<file path="config.mk">
export PLATFORM = sky130hd
export DESIGN_NAME = lcdcd_core
export DESIGN_NICKNAME = d
export VERILOG_FILES = /design/src/lcdcd_pkg.sv /design/src/lcdcd_core.sv
export VERILOG_INCLUDE_DIRS = /design/src
export SDC_FILE = /design/constraint.sdc
export NUM_CORES = 1
export LEC_CHECK = 0
export BUFFER_PORTS_ARGS = -buffer_cell sky130_fd_sc_hd__buf_2
export CORE_UTILIZATION = 60
export DETAILED_ROUTE_END_ITERATION = 8
export GPL_TIMING_DRIVEN = 0
export HOLD_SLACK_MARGIN = 0.05
export PLACE_DENSITY = 0.75
export SETUP_SLACK_MARGIN = 0.15
export SLEW_MARGIN = 20
export SYNTH_ARGS = -nofsm -noshare
export SYNTH_HDL_FRONTEND = slang
export SYNTH_SLANG_ARGS = --single-unit
export TNS_END_PERCENT = 50
</file>
<file path="constraint.sdc">
create_clock -name clk_sys -period 126.6 [get_ports clk_sys]
set_input_delay 18.99 -clock clk_sys [delete_from_list [all_inputs] [get_ports clk_sys]]
set_output_delay 18.99 -clock clk_sys [all_outputs]
set_load 0.02 [all_outputs]
</file>
<file path="src/lcdcd_regs.svh">
// Command prefixes, field positions, reset values and timing counts of the
// LCD command decoder. Included by the decoder core; definitions only.
`ifndef LCDCD_REGS_SVH
`define LCDCD_REGS_SVH

// Command prefixes and the bit position where each prefix starts
`define LCDCD_FRAME_PFX      3'b011
`define LCDCD_FRAME_POS      5
`define LCDCD_BANK_PFX       6'b000010
`define LCDCD_BANK_POS       2
`define LCDCD_INV_PFX        6'b110101
`define LCDCD_INV_POS        2
`define LCDCD_FILT_PFX       7'b1101001
`define LCDCD_FILT_POS       1
`define LCDCD_PTR_PFX        2'b10
`define LCDCD_PTR_POS        6

// Field positions inside the command byte
`define LCDCD_WBANK_BIT      1
`define LCDCD_DBANK_BIT      0
`define LCDCD_INV_BIT        1
`define LCDCD_FILT_BIT       0

// Reset values and the last RAM pointer address
`define LCDCD_FRAME_CODE_RST 5'h0e
`define LCDCD_PTR_RST        6'h00
`define LCDCD_PTR_MAX        6'h2d

// Timing: system clock rate and clock-to-frame division
`define LCDCD_CLK_HZ         125000000
`define LCDCD_FRAME_DIV      48
`define LCDCD_LINE_DIV       12

`endif

</file>
<file path="src/lcdcd_pkg.sv">
// Types shared by the LCD command decoder.
// Assumes the constants header is included by the design files.
package lcdcd_pkg;

  // Drive-scheme inversion choice
  typedef enum logic {
    LCDCD_INV_LINE  = 1'b0,
    LCDCD_INV_FRAME = 1'b1
  } lcdcd_inv_t;

  typedef logic [7:0] lcdcd_byte_t;

endpackage

</file>
<file path="src/lcdcd_core.sv">
// LCD segment driver command decoder: frame rate, bank select, RAM data,
// temperature readout, inversion mode and temperature filter.
// Assumes a serial front end on clk_sys that delivers one byte per strobe
// together with the control byte's RAM-data flag.
`timescale 1ns/10ps
`include "lcdcd_regs.svh"

// Functional notes
// - Command 011xxxxx loads the five-bit frame rate code.
// - Each code maps to a frame and clock frequency; codes 11000 up give 300 Hz.
// - Frame frequency is a fixed division of internal or external clock.
// - Frame rate code resets to 01110, 200 Hz frame and 9600 Hz clock.
// - Internal clock driven out on the pin has the tabulated duty ratio.
// - Command 000010xx sets write bank (bit 1) and display bank (bit 0).
// - Two RAM banks; write one while the display reads the other.
// - With RAM-data flag set, each byte is stored at the pointer.
// - Temperature read returns one eight-bit temperature byte.
// - Command 110101x0 picks line (0, default) or frame (1) inversion.
// - Drive waveforms invert on alternate lines or frames to cancel DC.
// - Frame inversion balances DC over a pair of frames.
// - Command 1101001x sets filter enable; off means raw value used at once.
// - Command 10xxxxxx loads the RAM pointer, addresses 0 to 45.
// - Clock output enable drives the pin with the internal oscillator only; cleared, or external clock, leaves pin floating.
module lcdcd_core
  import lcdcd_pkg::*;
#(
  parameter int RAM_DEPTH = 46
) (
  input  wire logic        clk_sys,
  input  wire logic        rstn,
  input  wire logic [7:0]  cmd_byte,
  input  wire logic        cmd_valid,
  input  wire logic        ram_data_flag,
  input  wire logic        clock_out_enable,
  input  wire logic        osc_external,
  input  wire logic        clk_pin_in,
  input  wire logic [7:0]  temp_raw,
  input  wire logic        temp_sample,
  input  wire logic        temp_read,
  input  wire logic [5:0]  disp_addr,
  output logic             clk_pin_out,
  output logic             clk_pin_oe_n,
  output logic [4:0]       frame_code,
  output logic             write_bank_sel,
  output logic             display_bank_sel,
  output logic [5:0]       ram_ptr,
  output logic [7:0]       disp_data,
  output logic [7:0]       temperature_value,
  output logic [7:0]       temp_rd_data,
  output logic             temp_rd_valid,
  output lcdcd_inv_t       inversion_scheme,
  output logic             temp_filter_on,
  output logic             frame_tick,
  output logic             drive_polarity,
  output logic             frame_parity
);

  // Output clock frequency in Hz for a frame rate code
  function automatic int unsigned clk_hz(input logic [4:0] c);
    case (c)
      5'h00: clk_hz = 2880;
      5'h01: clk_hz = 3360;
      5'h02: clk_hz = 3840;
      5'h03: clk_hz = 4368;
      5'h04: clk_hz = 4800;
      5'h05: clk_hz = 5232;
      5'h06: clk_hz = 5760;
      5'h07: clk_hz = 6226;
      5'h08: clk_hz = 6778;
      5'h09: clk_hz = 7200;
      5'h0a: clk_hz = 7680;
      5'h0b: clk_hz = 8227;
      5'h0c: clk_hz = 8534;
      5'h0d: clk_hz = 9216;
      5'h0e: clk_hz = 9600;
      5'h0f: clk_hz = 10018;
      5'h10: clk_hz = 10474;
      5'h11: clk_hz = 10973;
      5'h12: clk_hz = 11520;
      5'h13: clk_hz = 12125;
      5'h14, 5'h15: clk_hz = 12802;
      5'h16, 5'h17: clk_hz = 13555;
      default: clk_hz = 14400;
    endcase
  endfunction

  // Percent of the clock period spent high for a frame rate code
  function automatic int unsigned duty_hi(input logic [4:0] c);
    case (c)
      5'h00, 5'h06, 5'h12: duty_hi = 20;
      5'h01: duty_hi = 7;
      5'h02, 5'h0a: duty_hi = 47;
      5'h03: duty_hi = 40;
      5'h04, 5'h0e: duty_hi = 33;
      5'h05, 5'h10: duty_hi = 27;
      5'h07: duty_hi = 13;
      5'h08, 5'h16, 5'h17: duty_hi = 5;
      5'h0b: duty_hi = 43;
      5'h0c: duty_hi = 41;
      5'h0d: duty_hi = 36;
      5'h0f: duty_hi = 30;
      5'h11: duty_hi = 23;
      5'h13: duty_hi = 16;
      5'h14, 5'h15: duty_hi = 10;
      default: duty_hi = 50;
    endcase
  endfunction

  logic [4:0]  frame_code_q;
  logic        wbank_q;
  logic        dbank_q;
  logic [5:0]  ptr_q;
  lcdcd_inv_t  inv_q;
  logic        filt_on_q;
  logic        cmd_take;
  logic        data_take;
  logic [7:0]  ram_q [2][RAM_DEPTH];
  logic [16:0] osc_cnt_q;
  logic [16:0] period;
  logic [16:0] high_cnt;
  logic        osc_q;
  logic        int_rise;
  logic [2:0]  ext_sync_q;
  logic        ext_lvl_q;
  logic        ext_rise;
  logic        clk_edge;
  logic [5:0]  div_cnt_q;
  logic        frame_tick_q;
  logic        pol_q;
  logic        parity_q;
  logic [7:0]  filt_q;
  logic [7:0]  temp_q;
  logic [7:0]  rd_data_q;
  logic        rd_valid_q;
  logic [7:0]  disp_q;
  logic        pin_out_q;
  logic        pin_oe_n_q;

  // Command bytes versus RAM data bytes
  assign cmd_take  = cmd_valid & ~ram_data_flag;
  assign data_take = cmd_valid & ram_data_flag;

  // Frame rate code
  always_ff @(posedge clk_sys or negedge rstn) begin
    if (!rstn) begin
      frame_code_q <= `LCDCD_FRAME_CODE_RST;
    end else if (cmd_take && cmd_byte[7:`LCDCD_FRAME_POS] == `LCDCD_FRAME_PFX) begin
      frame_code_q <= cmd_byte[4:0];
    end
  end

  // Bank selectors
  always_ff @(posedge clk_sys or negedge rstn) begin
    if (!rstn) begin
      wbank_q <= 1'b0;
      dbank_q <= 1'b0;
    end else if (cmd_take && cmd_byte[7:`LCDCD_BANK_POS] == `LCDCD_BANK_PFX) begin
      wbank_q <= cmd_byte[`LCDCD_WBANK_BIT];
      dbank_q <= cmd_byte[`LCDCD_DBANK_BIT];
    end
  end

  // Inversion mode and temperature filter switches
  always_ff @(posedge clk_sys or negedge rstn) begin
    if (!rstn) begin
      inv_q     <= LCDCD_INV_LINE;
      filt_on_q <= 1'b0;
    end else if (cmd_take) begin
      if (cmd_byte[7:`LCDCD_INV_POS] == `LCDCD_INV_PFX && !cmd_byte[0]) begin
        inv_q <= lcdcd_inv_t'(cmd_byte[`LCDCD_INV_BIT]);
      end
      if (cmd_byte[7:`LCDCD_FILT_POS] == `LCDCD_FILT_PFX) begin
        filt_on_q <= cmd_byte[`LCDCD_FILT_BIT];
      end
    end
  end

  // Data pointer: load in range, advance after each data byte, wrap past 45
  always_ff @(posedge clk_sys or negedge rstn) begin
    if (!rstn) begin
      ptr_q <= `LCDCD_PTR_RST;
    end else if (cmd_take && cmd_byte[7:`LCDCD_PTR_POS] == `LCDCD_PTR_PFX) begin
      if (cmd_byte[5:0] <= `LCDCD_PTR_MAX) begin
        ptr_q <= cmd_byte[5:0];
      end
    end else if (data_take) begin
      ptr_q <= (ptr_q >= `LCDCD_PTR_MAX) ? `LCDCD_PTR_RST : ptr_q + 6'h01;
    end
  end

  // Two banks: write side and display side pick banks independently
  always_ff @(posedge clk_sys) begin
    if (data_take && ptr_q <= `LCDCD_PTR_MAX) begin
      ram_q[wbank_q][ptr_q] <= cmd_byte;
    end
  end

  always_ff @(posedge clk_sys or negedge rstn) begin
    if (!rstn) begin
      disp_q <= 8'h00;
    end else if (disp_addr <= `LCDCD_PTR_MAX) begin
      disp_q <= ram_q[dbank_q][disp_addr];
    end else begin
      disp_q <= 8'h00;
    end
  end

  // Internal oscillator period and high time for the current code
  assign period   = 17'(`LCDCD_CLK_HZ / clk_hz(frame_code_q));
  assign high_cnt = 17'((32'(period) * duty_hi(frame_code_q)) / 100);
  assign int_rise = (osc_cnt_q == 17'h00000);

  always_ff @(posedge clk_sys or negedge rstn) begin
    if (!rstn) begin
      osc_cnt_q <= 17'h00000;
      osc_q     <= 1'b0;
    end else begin
      osc_cnt_q <= (osc_cnt_q >= period - 17'h00001) ? 17'h00000 : osc_cnt_q + 17'h00001;
      osc_q     <= (osc_cnt_q < high_cnt);
    end
  end

  // External clock pin: three flops, edge once the last two agree
  always_ff @(posedge clk_sys or negedge rstn) begin
    if (!rstn) begin
      ext_sync_q <= 3'h0;
      ext_lvl_q  <= 1'b0;
    end else begin
      ext_sync_q <= {ext_sync_q[1:0], clk_pin_in};
      if (ext_sync_q[1] == ext_sync_q[2]) begin
        ext_lvl_q <= ext_sync_q[2];
      end
    end
  end

  assign ext_rise = (ext_sync_q[1] == ext_sync_q[2]) & ext_sync_q[2] & ~ext_lvl_q;
  assign clk_edge = osc_external ? ext_rise : int_rise;

  // Fixed division to frame rate, line and frame inversion
  always_ff @(posedge clk_sys or negedge rstn) begin
    if (!rstn) begin
      div_cnt_q    <= 6'h00;
      frame_tick_q <= 1'b0;
      pol_q        <= 1'b0;
      parity_q     <= 1'b0;
    end else begin
      frame_tick_q <= 1'b0;
      if (clk_edge) begin
        if (div_cnt_q == 6'(`LCDCD_FRAME_DIV - 1)) begin
          div_cnt_q    <= 6'h00;
          frame_tick_q <= 1'b1;
          parity_q     <= ~parity_q;
          if (inv_q == LCDCD_INV_FRAME) begin
            pol_q <= ~pol_q;
          end
        end else begin
          div_cnt_q <= div_cnt_q + 6'h01;
        end
        if (inv_q == LCDCD_INV_LINE && div_cnt_q % 6'(`LCDCD_LINE_DIV) == 6'(`LCDCD_LINE_DIV - 1)) begin
          pol_q <= ~pol_q;
        end
      end
    end
  end

  // Clock pin drive; floating unless enabled with internal oscillator
  always_ff @(posedge clk_sys or negedge rstn) begin
    if (!rstn) begin
      pin_out_q  <= 1'b0;
      pin_oe_n_q <= 1'b1;
    end else begin
      pin_out_q  <= osc_q;
      pin_oe_n_q <= ~(clock_out_enable & ~osc_external);
    end
  end

  // Temperature filter and readout value
  always_ff @(posedge clk_sys or negedge rstn) begin
    if (!rstn) begin
      filt_q <= 8'h00;
      temp_q <= 8'h00;
    end else begin
      if (temp_sample) begin
        filt_q <= 8'(({1'b0, filt_q} + {1'b0, temp_raw}) >> 1);
      end
      temp_q <= filt_on_q ? filt_q : temp_raw;
    end
  end

  // Temperature read answer
  always_ff @(posedge clk_sys or negedge rstn) begin
    if (!rstn) begin
      rd_data_q  <= 8'h00;
      rd_valid_q <= 1'b0;
    end else begin
      rd_valid_q <= temp_read;
      if (temp_read) begin
        rd_data_q <= temp_q;
      end
    end
  end

  assign frame_code        = frame_code_q;
  assign write_bank_sel    = wbank_q;
  assign display_bank_sel  = dbank_q;
  assign ram_ptr           = ptr_q;
  assign disp_data         = disp_q;
  assign temperature_value = temp_q;
  assign temp_rd_data      = rd_data_q;
  assign temp_rd_valid     = rd_valid_q;
  assign inversion_scheme  = inv_q;
  assign temp_filter_on    = filt_on_q;
  assign frame_tick        = frame_tick_q;
  assign drive_polarity    = pol_q;
  assign frame_parity      = parity_q;
  assign clk_pin_out       = pin_out_q;
  assign clk_pin_oe_n      = pin_oe_n_q;
endmodule

</file>
==> impl_results.md <==
* Synthesis warning total at 0
* Crit-path max cell delay at 0.65 ns
* Initial Util at 0.608
* R2r setup slk at approximately 8.8 ns
* Register bit total from synthesis at between 800 and 900
* Antenna-violating nets left at 0
* Die area at ~110000 sq um
* Placer Congestion at between 1 and 1.5
* Tcrit/Tclk final at 0.930
* Max-cap violations at 0
* Fmax achieved at 8.49 MHz
* Global-route wire length before repair at between 200 and 300 mm
* Die Ht at ~330 um
* CP bufs+invs at 67
* Cells on worst reg2reg path at about 510
* Clk_lat worst skew at between 0.6 and 0.7 ns
* Most used cell, CP: a21oi_1
* Worst hold stages at 0
* Slew Viols, Final at 0
* Period minus WS final at approximately 120 ns
* Top cells by count, synth: 736 x edfxtp_1, 620 x nor2_1, 507 x a21oi_1
* Clock sink count at about 820
* Synthesized area at between 60000 and 70000 sq um
* Hold Path Sink: ext_sync_q[1]
* CTS tree: done
* Mapped Avg Cell Area at approximately 9.9 sq um
* Core Rows at 120
* Crit path kind: reg -> reg
* GRT overflow at 0
* Pin count of the biggest net entering global routing at 76
* Pre-CTS setup slack at -0.523 ns
* Max stage delay cell, worst path: or4_1
* R2r startpoint: frame_code[1]
* I/O Pins at between 70 and 80
* Hold Path Class: reg -> reg
* Global Route Usage Sum at 0.325
* Width of the die at ~330 um
* Fraction of layout cells with a size suffix above 1 at 0.113
* Number of global-route vias before repair at ~52000
* DP Wirelength at ~140 mm
* Register area share after synthesis at 0.369
* Avg WL per Cell at 22.3 um
* Layout Skew at roughly 0.049 ns
* Ys async rst share at 0.0991
* Fin nets at around 7400
* Post-Route WL at 185 mm
* Routed via count at 54900
* Synth top area cells: edfxtp_1 34%, ha_1 9.3%, mux4_2 4.2%, a21oi_1 3.9%, nor2_1 3.6%
* Bufs on Longest Clock Path at 3
* Crit path max-delay family: compound AO/OA/AOI/OAI gates
* Port bufs at 69
* Area growth syn-to-layout at 9.36%
* Antenna fix cells at 0
* Worst-margin pin slew at 1.11 ns
* Remaining DRCs at 0
* Status: completed
* Yosys cell types at 133
* Min-Delay Startpoint: ext_sync_q[0]
* WP data required at roughly 130 ns
* CTS buffer count at ~80
* Post-synth EDFFs at 736
* Most frequent cell after synthesis: edfxtp_1
* Synth area leader: edfxtp_1
* Cells after Synth at 6591
* CP max FO at 18
* Fin. Hold Viols at 0
* Initial DRT Pass Iterations at 6
* Arrival time at the worst endpoint at roughly 120 ns
* Iter 0 DRT Violations at 5215
* Post-route setup slack at a little under 9 ns
* Final setup viols at 0
* Unrepaired setup endpoints after global routing: no
* Core Box Area at 108000 sq um
* Initial antenna violation count at 3
* CP endpoint kind: flop
* Post-synth top area share at 0.338
* Worst slew margin at 0.257
* Ys flop type: edfxtp_1
* Vias per cell at between 6 and 7
* Critical R2R Capture: osc_q
* H-tree levels at 3
* Root Driver: clkbuf_16
* Worst-path clk slew at about 0.060 ns
* Worst setup SP type: flop
==> final cells by class <==
cell class	instances	area [sq um]
Buffer	254	1070
Clock buffer	105	2190
Clock inverter	39	379
Fill cell	8417	36000
Inverter	261	980
Multi-Input combinational cell	5269	40000
Sequential cell	817	24100
Tap cell	1403	1760
Timing Repair Buffer	119	1120
==> worst max-delay path by stage <==
stage	from	end	slack, ns	depth (start not counted)
floorplan	frame_code[0]	osc_q	23.42	521
detailed placement	frame_code[0]	osc_q	-0.52	516
CTS	frame_code[0]	osc_q	0.23	512
global route	frame_code[1]	osc_q	0.01	520
global placement	frame_code[2]	osc_q	-0.95	510
finish	frame_code[1]	osc_q	8.80	512
==> per-layer routing <==
layer,vias to the layer above,part of all wire,GRT usage
met5,-,0.00014,0
met4,4,0.053,0.160
met3,436,0.066,0.0391
met2,2194,0.48,0.547
met1,26600,0.40,0.414
li1,25700,-,-
==> placed cells by master (no fill, tap or decap), types with 57 or more instances in the layout <==
| master | netlist | routed |
|---|---|---|
| a21o_1 | 117 | 117 |
| a21oi_1 | 507 | 495 |
| a31oi_1 | 83 | 74 |
| buf_2 | 32 | 97 |
| clkbuf_1 | 166 | 157 |
| clkbuf_16 | 0 | 81 |
| dfrtp_1 | 77 | 77 |
| edfxtp_1 | 736 | 736 |
| fa_1 | 61 | 61 |
| ha_1 | 487 | 487 |
| inv_1 | 257 | 255 |
| mux2_2 | 101 | 101 |
| mux2i_1 | 209 | 206 |
| mux4_2 | 122 | 122 |
| nand2_1 | 446 | 444 |
| nand2b_1 | 83 | 83 |
| nand3_1 | 126 | 126 |
| nand4_1 | 61 | 61 |
| nor2_1 | 620 | 617 |
| nor2b_1 | 63 | 61 |
| nor3_1 | 193 | 190 |
| o211ai_1 | 63 | 63 |
| o21a_1 | 169 | 169 |
| o21ai_0 | 259 | 256 |
| o21bai_1 | 71 | 70 |
| o22ai_1 | 76 | 73 |
| o31ai_1 | 65 | 60 |
| or2_2 | 57 | 57 |
| or3_1 | 64 | 64 |
| xnor2_1 | 231 | 224 |
| xor2_1 | 101 | 101 |
==> state kept, by name (all words and copies together) (netlist names), 3 cells and up <==
register	flops
disp_data	8
div_cnt_q	6
ext_sync_q	3
filt_q	8
frame_code	5
osc_cnt_q	17
ram_ptr	6
ram_q	736
temp_rd_data	8
temperature_value	8
==> metrics by stage <==
stage	instances	util	area (sq um)	hold WS (ns)	setup TNS, ns
4_1_cts	8244	0.659	71000	0.353	0
6_report	8267	0.665	71600	0.351	0
5_1_grt	8267	0.665	71600	0.379	0
2_1_floorplan	6602	-	65500	0.331	0
3_5_place_dp	8100	0.635	68400	0.340	-0.523
3_3_place_gp	8074	0.628	67600	0.331	-0.954
==> repair_timing <==
action	in CTS	in global routing
setup endpoints to repair	1	1
pin swaps	0	11
gates resized for setup	7	135
buffers inserted	0	24
hold buffers	0	0
==> cell families after synthesis <==
group                      count (synthesis)  synth area share
AOI/OAI and AO/OA                       1924             0.199
xor gates and xnor gates                 333            0.0447
adders and majority gates                555             0.113
buffers and inverters                    516            0.0308
DFF                                      817             0.369
muxes                                    438            0.0926
other                                      2          0.000115
and+or+nand+nor                         2006             0.152
Power is not shown: default switching activity piles up to over one toggle a cycle in this logic, so the estimate is an artifact.
